$ cat src/rtl/vsbc_pkg.sv
// Purpose: shared constants and types for the video RAM strobe and bank configuration block
// Assumes: 25 MHz system clock, four row and four column strobes, 11-bit memory address
// Notes:   strobe vectors on the pins are active low; selection masks inside are active high
package vsbc_pkg;

  // ==========================================================================
  // widths and clock
  // ==========================================================================
  localparam int ADDR_W = 11;            // memory address outputs
  localparam int NSTROBE = 4;            // row and column strobes each
  localparam int CNT_W = 3;              // phase counter width
  localparam int CLK_PERIOD_NS = 40;     // 25 MHz

  // ==========================================================================
  // timing figures as specified, in ns
  // ==========================================================================
  localparam int ROW_HOLD_LONG_NS = 25;  // row hold select = 0
  localparam int ROW_HOLD_SHORT_NS = 15; // row hold select = 1
  localparam int COL_SETUP_LONG_NS = 10; // column setup select = 0
  localparam int COL_SETUP_SHORT_NS = 0; // column setup select = 1
  localparam int REFRESH_LOW_NS = 120;   // row strobe low time during refresh
  localparam int PRECHARGE_NS = 80;      // strobe high time after any cycle

  // least time rounded up to whole cycles, never below one cycle
  function automatic int min_cycles(input int ns);
    int c;
    c = (ns + CLK_PERIOD_NS - 1) / CLK_PERIOD_NS;
    return (c < 1) ? 1 : c;
  endfunction : min_cycles

  localparam logic [CNT_W-1:0] ROW_HOLD_LONG_CYC = CNT_W'(min_cycles(ROW_HOLD_LONG_NS));
  localparam logic [CNT_W-1:0] ROW_HOLD_SHORT_CYC = CNT_W'(min_cycles(ROW_HOLD_SHORT_NS));
  localparam logic [CNT_W-1:0] COL_SETUP_LONG_CYC = CNT_W'(min_cycles(COL_SETUP_LONG_NS));
  localparam logic [CNT_W-1:0] COL_SETUP_SHORT_CYC = CNT_W'(min_cycles(COL_SETUP_SHORT_NS));
  localparam logic [CNT_W-1:0] REFRESH_CYC = CNT_W'(min_cycles(REFRESH_LOW_NS));
  localparam logic [CNT_W-1:0] PRECHARGE_CYC = CNT_W'(min_cycles(PRECHARGE_NS));
  localparam logic [CNT_W-1:0] CNT_ONE = 3'h1;
  localparam logic [CNT_W-1:0] CNT_ZERO = 3'h0;

  // ==========================================================================
  // configuration codes and masks
  // ==========================================================================
  typedef logic [2:0] vsbc_code_t;
  localparam vsbc_code_t CFG_ALL_SCRUB = 3'h0;     // all strobes, scrub on refresh
  localparam vsbc_code_t CFG_PAIR_SCRUB = 3'h1;    // pairs by high bank select
  localparam vsbc_code_t CFG_SINGLE_SCRUB = 3'h2;  // singles by both bank selects
  localparam vsbc_code_t CFG_ALL_NOSCRUB = 3'h3;   // all strobes, row-only refresh

  localparam logic [NSTROBE-1:0] MASK_ALL = 4'hf;
  localparam logic [NSTROBE-1:0] MASK_LOW_PAIR = 4'h3;
  localparam logic [NSTROBE-1:0] MASK_HIGH_PAIR = 4'hc;
  localparam logic [NSTROBE-1:0] MASK_ONE = 4'h1;
  localparam logic [NSTROBE-1:0] MASK_NONE = 4'h0;
  localparam logic [NSTROBE-1:0] STROBE_OFF = 4'hf; // active-low idle level
  localparam logic [NSTROBE-1:0] STROBE_ALL_ON = 4'h0;
  localparam logic [ADDR_W-1:0] ADDR_ZERO = 11'h000;
  localparam logic [ADDR_W-1:0] ADDR_ONE = 11'h001;

  // memory cycle sequencer states
  typedef enum logic [2:0] {
    S_IDLE, S_ROW_HOLD, S_COL_SETUP, S_COL, S_REFRESH, S_PRECHARGE
  } vsbc_state_t;

endpackage : vsbc_pkg

$ cat src/rtl/vsbc_sel_if.sv
// Purpose: carries configuration code, bank selects and decoded strobe selections
// Assumes: one decoder and one sequencer on the same clock
// Notes:   purely combinational signals, no clocking
`timescale 1ns/100ps
`default_nettype none
interface vsbc_sel_if;
  import vsbc_pkg::*;
  vsbc_code_t code;             // configuration code
  logic bank_high;              // upper bank select
  logic bank_low;               // lower bank select
  logic [NSTROBE-1:0] row_sel;  // selected row strobes, active high
  logic [NSTROBE-1:0] col_sel;  // selected column strobes, active high
  logic scrub;                  // refreshes perform scrubbing

  modport decoder (input code, input bank_high, input bank_low,
                   output row_sel, output col_sel, output scrub);
  modport user (output code, output bank_high, output bank_low,
                input row_sel, input col_sel, input scrub);
endinterface : vsbc_sel_if
`default_nettype wire

$ cat src/rtl/vsbc_bank_decode.sv
// Purpose: maps configuration code and bank selects onto strobe selections
// Assumes: codes above 011 are not driven; the controller adds no handling of its own for them
// Notes:   combinational; the sequencer registers everything it drives out
`timescale 1ns/100ps
`default_nettype none
module vsbc_bank_decode (
  vsbc_sel_if.decoder sel // code in, selections out
);
  import vsbc_pkg::*;

  // ==========================================================================
  // decode
  // ==========================================================================
  // one mask feeds both row and column selection so they can never disagree
  always_comb begin
    sel.row_sel = MASK_NONE;
    sel.col_sel = MASK_NONE;
    sel.scrub = 1'b0;
    unique case (sel.code)
      CFG_ALL_SCRUB: begin // bank selects ignored
        sel.row_sel = MASK_ALL;
        sel.scrub = 1'b1;
      end
      CFG_PAIR_SCRUB: begin // low bank select ignored
        sel.row_sel = sel.bank_high ? MASK_HIGH_PAIR : MASK_LOW_PAIR;
        sel.scrub = 1'b1;
      end
      CFG_SINGLE_SCRUB: begin // exactly one strobe
        sel.row_sel = MASK_ONE << {sel.bank_high, sel.bank_low};
        sel.scrub = 1'b1;
      end
      CFG_ALL_NOSCRUB: begin // row-only refresh
        sel.row_sel = MASK_ALL;
        sel.scrub = 1'b0;
      end
      default: begin // codes outside this block select nothing
        sel.row_sel = MASK_NONE;
        sel.scrub = 1'b0;
      end
    endcase
    sel.col_sel = sel.row_sel; // column selection follows row selection
  end

endmodule : vsbc_bank_decode
`default_nettype wire

$ cat src/rtl/vsbc_strobe_ctl.sv
// Purpose: memory cycle sequencer driving row/column strobes and the address mux
// Assumes: request and configuration inputs are synchronous to clk
// Notes:   refresh wins over an access requested in the same cycle
//
// Functional notes
// - row address held per row hold select
// - column address set up per setup select
// - column strobe in an access needs its extend input asserted
// - code 000: all strobes, scrub refreshes
// - code 001: pairs by upper bank select
// - code 010: one strobe from both selects
// - code 011: all strobes, row-only refresh
`timescale 1ns/100ps
`default_nettype none
module vsbc_strobe_ctl (
  input wire logic clk,                                           // 25 MHz system clock
  input wire logic rst,                                           // async reset, active high
  input wire logic row_hold_select,                               // 0: long row hold, 1: short
  input wire logic col_setup_select,                              // 0: long col setup, 1: short
  input wire vsbc_pkg::vsbc_code_t strobe_config_code,            // strobe configuration code
  input wire logic bank_select_low,                               // lower bank select
  input wire logic bank_select_high,                              // upper bank select
  input wire logic access_req,                                    // access request, held for access
  input wire logic refresh_req,                                   // refresh request level
  input wire logic [vsbc_pkg::ADDR_W-1:0] row_addr_in,            // row address
  input wire logic [vsbc_pkg::ADDR_W-1:0] col_addr_in,            // column address
  input wire logic [vsbc_pkg::NSTROBE-1:0] extend_column_strobe_in, // per-strobe enables
  output logic [vsbc_pkg::ADDR_W-1:0] mem_addr,                   // multiplexed memory address
  output logic [vsbc_pkg::NSTROBE-1:0] row_strobe_n,              // row strobes, active low
  output logic [vsbc_pkg::NSTROBE-1:0] col_strobe_n,              // column strobes, active low
  output logic scrub_cycle,                                       // scrubbing refresh running
  output logic busy                                               // cycle in progress
);
  import vsbc_pkg::*;

  // ==========================================================================
  // state
  // ==========================================================================
  typedef struct packed {
    vsbc_state_t fsm;               // sequencer state
    logic [CNT_W-1:0] cnt;          // cycles left in phase
    vsbc_code_t code;               // code latched at access start
    logic bank_high;                // bank selects latched at access start
    logic bank_low;
    logic [NSTROBE-1:0] col_sel;    // column selection for this access
    logic scrub;                    // current refresh scrubs
    logic [ADDR_W-1:0] ref_row;     // next row to refresh
    logic [ADDR_W-1:0] mem_addr;    // address outputs
    logic [NSTROBE-1:0] row_n;      // row strobe outputs
    logic [NSTROBE-1:0] col_n;      // column strobe outputs
    logic busy;                     // busy output
  } vsbc_regs_t;

  vsbc_regs_t st;      // registered state
  vsbc_regs_t next_st; // next state
  vsbc_sel_if sel ();  // decoder link

  // decoder sees the live inputs; selection is captured when an access starts
  assign sel.code = strobe_config_code;
  assign sel.bank_high = bank_select_high;
  assign sel.bank_low = bank_select_low;

  vsbc_bank_decode u_decode (
    .sel (sel.decoder)
  );

  // ==========================================================================
  // sequencer
  // ==========================================================================
  // row hold and column setup lengths come from the select bits at the moment each phase starts
  always_comb begin
    next_st = st;
    unique case (st.fsm)
      S_IDLE: begin
        if (refresh_req) begin // refresh has priority over access
          next_st.fsm = S_REFRESH;
          next_st.cnt = REFRESH_CYC - CNT_ONE;
          next_st.mem_addr = st.ref_row;
          next_st.row_n = STROBE_OFF & ~MASK_ALL; // refresh takes every row strobe
          next_st.scrub = sel.scrub;
          // scrubbing reads the row back, so columns go low regardless of extends
          next_st.col_n = sel.scrub ? STROBE_ALL_ON : STROBE_OFF;
          next_st.busy = 1'b1;
        end else if (access_req) begin
          next_st.fsm = S_ROW_HOLD;
          next_st.cnt = (row_hold_select ? ROW_HOLD_SHORT_CYC : ROW_HOLD_LONG_CYC) - CNT_ONE;
          next_st.code = strobe_config_code;
          next_st.bank_high = bank_select_high;
          next_st.bank_low = bank_select_low;
          next_st.col_sel = sel.col_sel;
          next_st.mem_addr = row_addr_in;
          next_st.row_n = ~sel.row_sel;
          next_st.busy = 1'b1;
        end
      end
      S_ROW_HOLD: begin
        // row address stays on the pins until the hold count runs out
        if (st.cnt == CNT_ZERO) begin
          next_st.fsm = S_COL_SETUP;
          next_st.cnt = (col_setup_select ? COL_SETUP_SHORT_CYC : COL_SETUP_LONG_CYC) - CNT_ONE;
          next_st.mem_addr = col_addr_in;
        end else begin
          next_st.cnt = st.cnt - CNT_ONE;
        end
      end
      S_COL_SETUP: begin
        // column strobes wait for the setup count on a stable column address
        if (st.cnt == CNT_ZERO) begin
          next_st.fsm = S_COL;
          next_st.col_n = ~(st.col_sel & extend_column_strobe_in);
        end else begin
          next_st.cnt = st.cnt - CNT_ONE;
        end
      end
      S_COL: begin
        if (!access_req) begin // access over: all strobes negate together
          next_st.fsm = S_PRECHARGE;
          next_st.cnt = PRECHARGE_CYC - CNT_ONE;
          next_st.row_n = STROBE_OFF;
          next_st.col_n = STROBE_OFF;
        end else begin
          // extends are followed every cycle, so a strobe can drop and come back
          next_st.col_n = ~(st.col_sel & extend_column_strobe_in);
        end
      end
      S_REFRESH: begin
        if (st.cnt == CNT_ZERO) begin
          next_st.fsm = S_PRECHARGE;
          next_st.cnt = PRECHARGE_CYC - CNT_ONE;
          next_st.row_n = STROBE_OFF;
          next_st.col_n = STROBE_OFF;
          next_st.scrub = 1'b0;
          next_st.ref_row = st.ref_row + ADDR_ONE;
        end else begin
          next_st.cnt = st.cnt - CNT_ONE;
        end
      end
      S_PRECHARGE: begin
        // precharge is enforced here rather than trusted to the requester
        if (st.cnt == CNT_ZERO) begin
          next_st.fsm = S_IDLE;
          next_st.busy = 1'b0;
        end else begin
          next_st.cnt = st.cnt - CNT_ONE;
        end
      end
    endcase
  end

  // ==========================================================================
  // state register
  // ==========================================================================
  always_ff @(posedge clk or posedge rst) begin
    if (rst) begin
      st.fsm <= S_IDLE;
      st.cnt <= CNT_ZERO;
      st.code <= CFG_ALL_SCRUB;
      st.bank_high <= 1'b0;
      st.bank_low <= 1'b0;
      st.col_sel <= MASK_NONE;
      st.scrub <= 1'b0;
      st.ref_row <= ADDR_ZERO;
      st.mem_addr <= ADDR_ZERO;
      st.row_n <= STROBE_OFF;
      st.col_n <= STROBE_OFF;
      st.busy <= 1'b0;
    end else begin
      st <= next_st;
    end
  end

  // outputs are straight register bits
  assign mem_addr = st.mem_addr;
  assign row_strobe_n = st.row_n;
  assign col_strobe_n = st.col_n;
  assign scrub_cycle = st.scrub;
  assign busy = st.busy;

  // ==========================================================================
  // checks
  // ==========================================================================
  logic in_access; // helper: access phases with row strobes low
  assign in_access = (st.fsm == S_ROW_HOLD) || (st.fsm == S_COL_SETUP) || (st.fsm == S_COL);

  chk_row_hold_addr: assert property (@(posedge clk) disable iff (rst)
    (st.fsm == S_ROW_HOLD && $past(st.fsm) == S_IDLE)
      |-> (mem_addr == $past(row_addr_in)) ##1 (row_strobe_n == $past(row_strobe_n)))
    else $error("row address not held while row strobe low");

  chk_col_setup_addr: assert property (@(posedge clk) disable iff (rst)
    (st.fsm == S_COL && $past(st.fsm) == S_COL_SETUP) |-> $stable(mem_addr) && $past(col_strobe_n) == STROBE_OFF)
    else $error("column strobe without column address setup");

  chk_col_extend_gate: assert property (@(posedge clk) disable iff (rst)
    (st.fsm == S_COL) |-> ((~col_strobe_n) & ~$past(extend_column_strobe_in)) == MASK_NONE)
    else $error("column strobe asserted without its extend input");

  chk_all_scrub_cfg: assert property (@(posedge clk) disable iff (rst)
    (in_access && st.code == CFG_ALL_SCRUB) |-> row_strobe_n == STROBE_ALL_ON)
    else $error("code 000 did not select every row strobe");

  chk_pair_cfg: assert property (@(posedge clk) disable iff (rst)
    (in_access && st.code == CFG_PAIR_SCRUB)
      |-> row_strobe_n == ~(st.bank_high ? MASK_HIGH_PAIR : MASK_LOW_PAIR))
    else $error("code 001 pair selection wrong");

  chk_single_cfg: assert property (@(posedge clk) disable iff (rst)
    (in_access && st.code == CFG_SINGLE_SCRUB)
      |-> row_strobe_n == ~(MASK_ONE << {st.bank_high, st.bank_low}) && st.col_sel == ~row_strobe_n)
    else $error("code 010 single selection wrong");

  chk_row_only_refresh: assert property (@(posedge clk) disable iff (rst)
    (st.fsm == S_IDLE && refresh_req && strobe_config_code == CFG_ALL_NOSCRUB)
      |=> (col_strobe_n == STROBE_OFF && !scrub_cycle)[*3])
    else $error("code 011 refresh drove column strobes");

  chk_scrub_refresh: assert property (@(posedge clk) disable iff (rst)
    (st.fsm == S_IDLE && refresh_req && strobe_config_code == CFG_ALL_SCRUB)
      |=> (col_strobe_n == STROBE_ALL_ON && scrub_cycle && row_strobe_n == STROBE_ALL_ON))
    else $error("code 000 refresh did not scrub");

endmodule : vsbc_strobe_ctl
`default_nettype wire

$ cat config.mk
export PLATFORM = sky130hd
export DESIGN_NAME = vsbc_strobe_ctl
export DESIGN_NICKNAME = d
export VERILOG_FILES = /design/src/rtl/vsbc_pkg.sv /design/src/rtl/vsbc_sel_if.sv /design/src/rtl/vsbc_bank_decode.sv /design/src/rtl/vsbc_strobe_ctl.sv
export SDC_FILE = /design/constraint.sdc
export NUM_CORES = 1
export LEC_CHECK = 0
export ABC_AREA = 1
export ABC_CLOCK_PERIOD_IN_PS = 1680
export BUFFER_PORTS_ARGS = -buffer_cell sky130_fd_sc_hd__buf_2
export CAP_MARGIN = 20
export CORE_MARGIN = 4
export CORE_UTILIZATION = 45
export CTS_BUF_LIST = sky130_fd_sc_hd__clkbuf_8 sky130_fd_sc_hd__clkbuf_16
export DETAILED_ROUTE_END_ITERATION = 7
export GPL_ROUTABILITY_DRIVEN = 0
export GPL_TIMING_DRIVEN = 0
export PLACE_DENSITY = 0.67
export SLEW_MARGIN = 5
export SYNTH_ARGS = -nofsm -noshare
export SYNTH_HDL_FRONTEND = slang
export SYNTH_HIERARCHICAL = 1
export SYNTH_SLANG_ARGS = --single-unit
$ cat constraint.sdc
create_clock -name clk -period 1.68 [get_ports clk]
set_input_delay 0.168 -clock clk [delete_from_list [all_inputs] [get_ports clk]]
set_output_delay 0.168 -clock clk [all_outputs]
set_load 0.05 [all_outputs]
==> impl_metrics.tcl <==
set metrics [dict create \
    outcome "finished, final reports clean" \
    cp-end-kind "flop" \
    synth-seq-cells 42 \
    first_global_vias 2441 \
    synth_edf_count 0 \
    num_rows 28 \
    fin_util 0.559 \
    powerDensity_nw_per_um2 1820 \
    drive_gt1_frac 0.275 \
    ys_seq_area_frac 0.372 \
    num_io_pins 58 \
    maxSlewHeadroom 0.725 \
    yosysWarnings 6 \
    worstPathMaxFanout 10 \
    vias 2656 \
    grt.total_usage 0.183 \
    clockBufferDepth 2 \
    area_growth_syn_to_layout_pct 18.1 \
    critPathRequiredTime_ns 1.87 \
    yosys_most_used_dff "dfrtp_1" \
    grt_start_max_net_pins 37 \
    dp_hpwl_um 5140 \
    critPathKind "reg -> reg" \
    vias_per_cell 4.81 \
    p_leak_nw 1.88 \
    htreeDepth 2 \
    tightestPinTransition_ns 0.412 \
    final_nets 518 \
    setup_viol 0 \
    hold_path_class "in -> reg" \
    critical_path_arrival_ns 1.75 \
    die_x_um 87.6 \
    synth_cell_types 31 \
    synth_most_common_cell "nand2_1" \
    grt_pass1_wl_um 11100 \
    syn_nets 454 \
    drc 0 \
    cap_violations 0 \
    worstSkewPairLatency_ns 0.30 \
    max_freq_ghz 0.641 \
    cts-root-buf "clkbuf_8" \
    yosysTopAreaCell "dfrtp_1" \
    cts_tree "done" \
    syn_area_per_cell_um2 6.92 \
    synth_common_cells "174 x nand2_1, 34 x dfrtp_1, 34 x o21ai_0" \
    start_util 0.473 \
    core_um2 6030 \
    postRouteAntennaNets 0 \
    place_inst 543 \
    drt-total-wl_um 6510 \
    numCtsBuffers 5 \
    timing.rr.start "st[41]$_DFFE_PP0P_" \
    synth_area_um2 2850 \
    min-delay-start "col_addr_in[2]" \
    r2r_setup_slack_ns 0.12 \
    clk_pin_slew_ns 0.08 \
    nFillCells 639 \
    syn_inst 412 \
    die_area_um2 7670 \
    io_buffers 55 \
    crit_path_start "st[41]$_DFFE_PP0P_" \
    ys_top_cells_by_area "dfrtp_1 30%, nand2_1 23%, dfstp_2 7.4%" \
    overflow 0 \
    wl_per_cell_um 11.8 \
    first_iter_violations 153 \
    diodes 0 \
    fin_cells 552 \
    vdd_drop_max_uv 1050 \
    clock_skew_ns 0.00516 \
    finalMaxSlewViolations 0 \
    antenna_found_initial 0 \
    rsz0062_at_grt "true" \
    synthArstFlopShare 1.00 \
    clock_sinks 42 \
    worst_setup_path_start_kind "flop" \
    fin_area_um2 3370 \
    firstDrtPassIters 4 \
    die_h_um 87.6 \
    postCtsSetupRepairBufs 0 \
    post_dp_cell_area_um2 3240 \
    yosys.area.top_type_share 0.298 \
    min_period_over_period 0.929 \
    hold_violations 0 \
    post-route-min-period_ns 1.56 \
]
[kinds of logic (layout without fill, tap and decap cells)]
kind of cell / after synthesis / in the layout / share of synthesized area
and+or+nand+nor: 246 / 246 / 0.376
buffers and inverters: 73 / 138 / 0.137
DFF: 42 / 42 / 0.372
adders and majority gates: 5 / 5 / 0.0219
AOI/OAI and AO/OA: 39 / 39 / 0.0720
xor gates and xnor gates: 7 / 7 / 0.0215
[power breakdown]
group	leakage, nW	switching, mW	total (mW)	internal (mW)
combinational	1.30	2.45	3.65	1.20
sequential	0.524	0.237	1.70	1.46
clock	0.0607	0.351	0.784	0.433
[routing by layer]
layer  vias to the layer above  routed length, µm  track usage
met3                         6                353       0.0339
met2                        61               2980        0.287
met1                      1202               3100        0.258
li1                       1387                  -            -
met5                         -                  0            0
met4                         0                 77       0.0516
[cell type report]
type                            count  area (µm²)  area share
Buffer                             34         241      0.0717
Clock buffer                        5        68.8      0.0204
Sequential cell                    42        1060       0.315
Clock inverter                      3        37.5      0.0111
Inverter                           39         149      0.0442
Timing Repair Buffer               57         305      0.0907
Tap cell                           75        93.8      0.0279
Multi-Input combinational cell    297        1410       0.419
[layout by cell type (no fill, tap or decap)]
cell type        n
or2_1            1
nand3b_1         2
o21ai_1          1
a2bb2oi_1        1
nand2_2          4
ha_1             5
xor2_1           6
clkbuf_8         5
a21oi_2          1
inv_2            8
nor2_2           3
nand3_1         27
bufinv_16        1
nor2_4           5
buf_6            2
nand3_2          3
nand4_1          8
xnor2_1          1
or2_2            1
a21oi_1          2
dfrtp_1         34
or2_0            1
buf_12           1
inv_1           32
dfstp_2          8
nand2_1        173
clkbuf_1         1
dlygate4sd3_1    1
o21ai_0         33
inv_4            1
clkbuf_2         1
nand2_4          2
buf_2           61
o211ai_1         1
buf_4           24
nor2_1          16
[registers in the layout, indices dropped and copies added, names as in the netlist]
register and flops:
busy 1, col_strobe_n 4, mem_addr 11, row_strobe_n 4, scrub_cycle 1, st 21
[critical path, stage by stage, from the launching register on]
cell and delay [ns]:
dfrtp_1 0.41, inv_2 0.09, ha_1 0.19, nand2_4 0.12, nand2_2 0.12, nand3_2 0.09, buf_2 0.19, o21ai_0 0.19
nand2_1 0.07
[timing repair]
action | CTS | global route
hold endpoints to repair | 6 | 0
setup endpoints to repair | 0 | 11
hold buffers | 1 | 0
resized for setup | 0 | 5
[metrics by stage]
stage / setup WS [ns] / total power, mW / TNS, ns / hold WS, ns
after global placement: -0.0805 / 5.29 / -2.67 / 0.457
after detailed placement: 0.0223 / 5.35 / 0 / 0.0790
after CTS: 0.00555 / 6.16 / 0 / 0.163
after floorplan: 0.236 / 4.61 / 0 / 0.371
after global routing: -0.00937 / 6.71 / -0.0159 / 0.186
final: 0.119 / 6.13 / 0 / 0.169
[path summary, 6_finish.rpt]
path	to	depth (start not counted)
max in group asynchronous	col_strobe_n[1]$_DFFE_PP1P_	4
worst min-delay path	mem_addr[2]$_DFFE_PP0P_	5
worst max register to register	mem_addr[5]$_DFFE_PP0P_	8
worst max-delay path	mem_addr[5]$_DFFE_PP0P_	8
min in group asynchronous	st[20]$_DFFE_PP0P_	3
worst min register to register	col_strobe_n[2]$_DFFE_PP1P_	2
No activity file was read; power rests on OpenSTA's default activity.
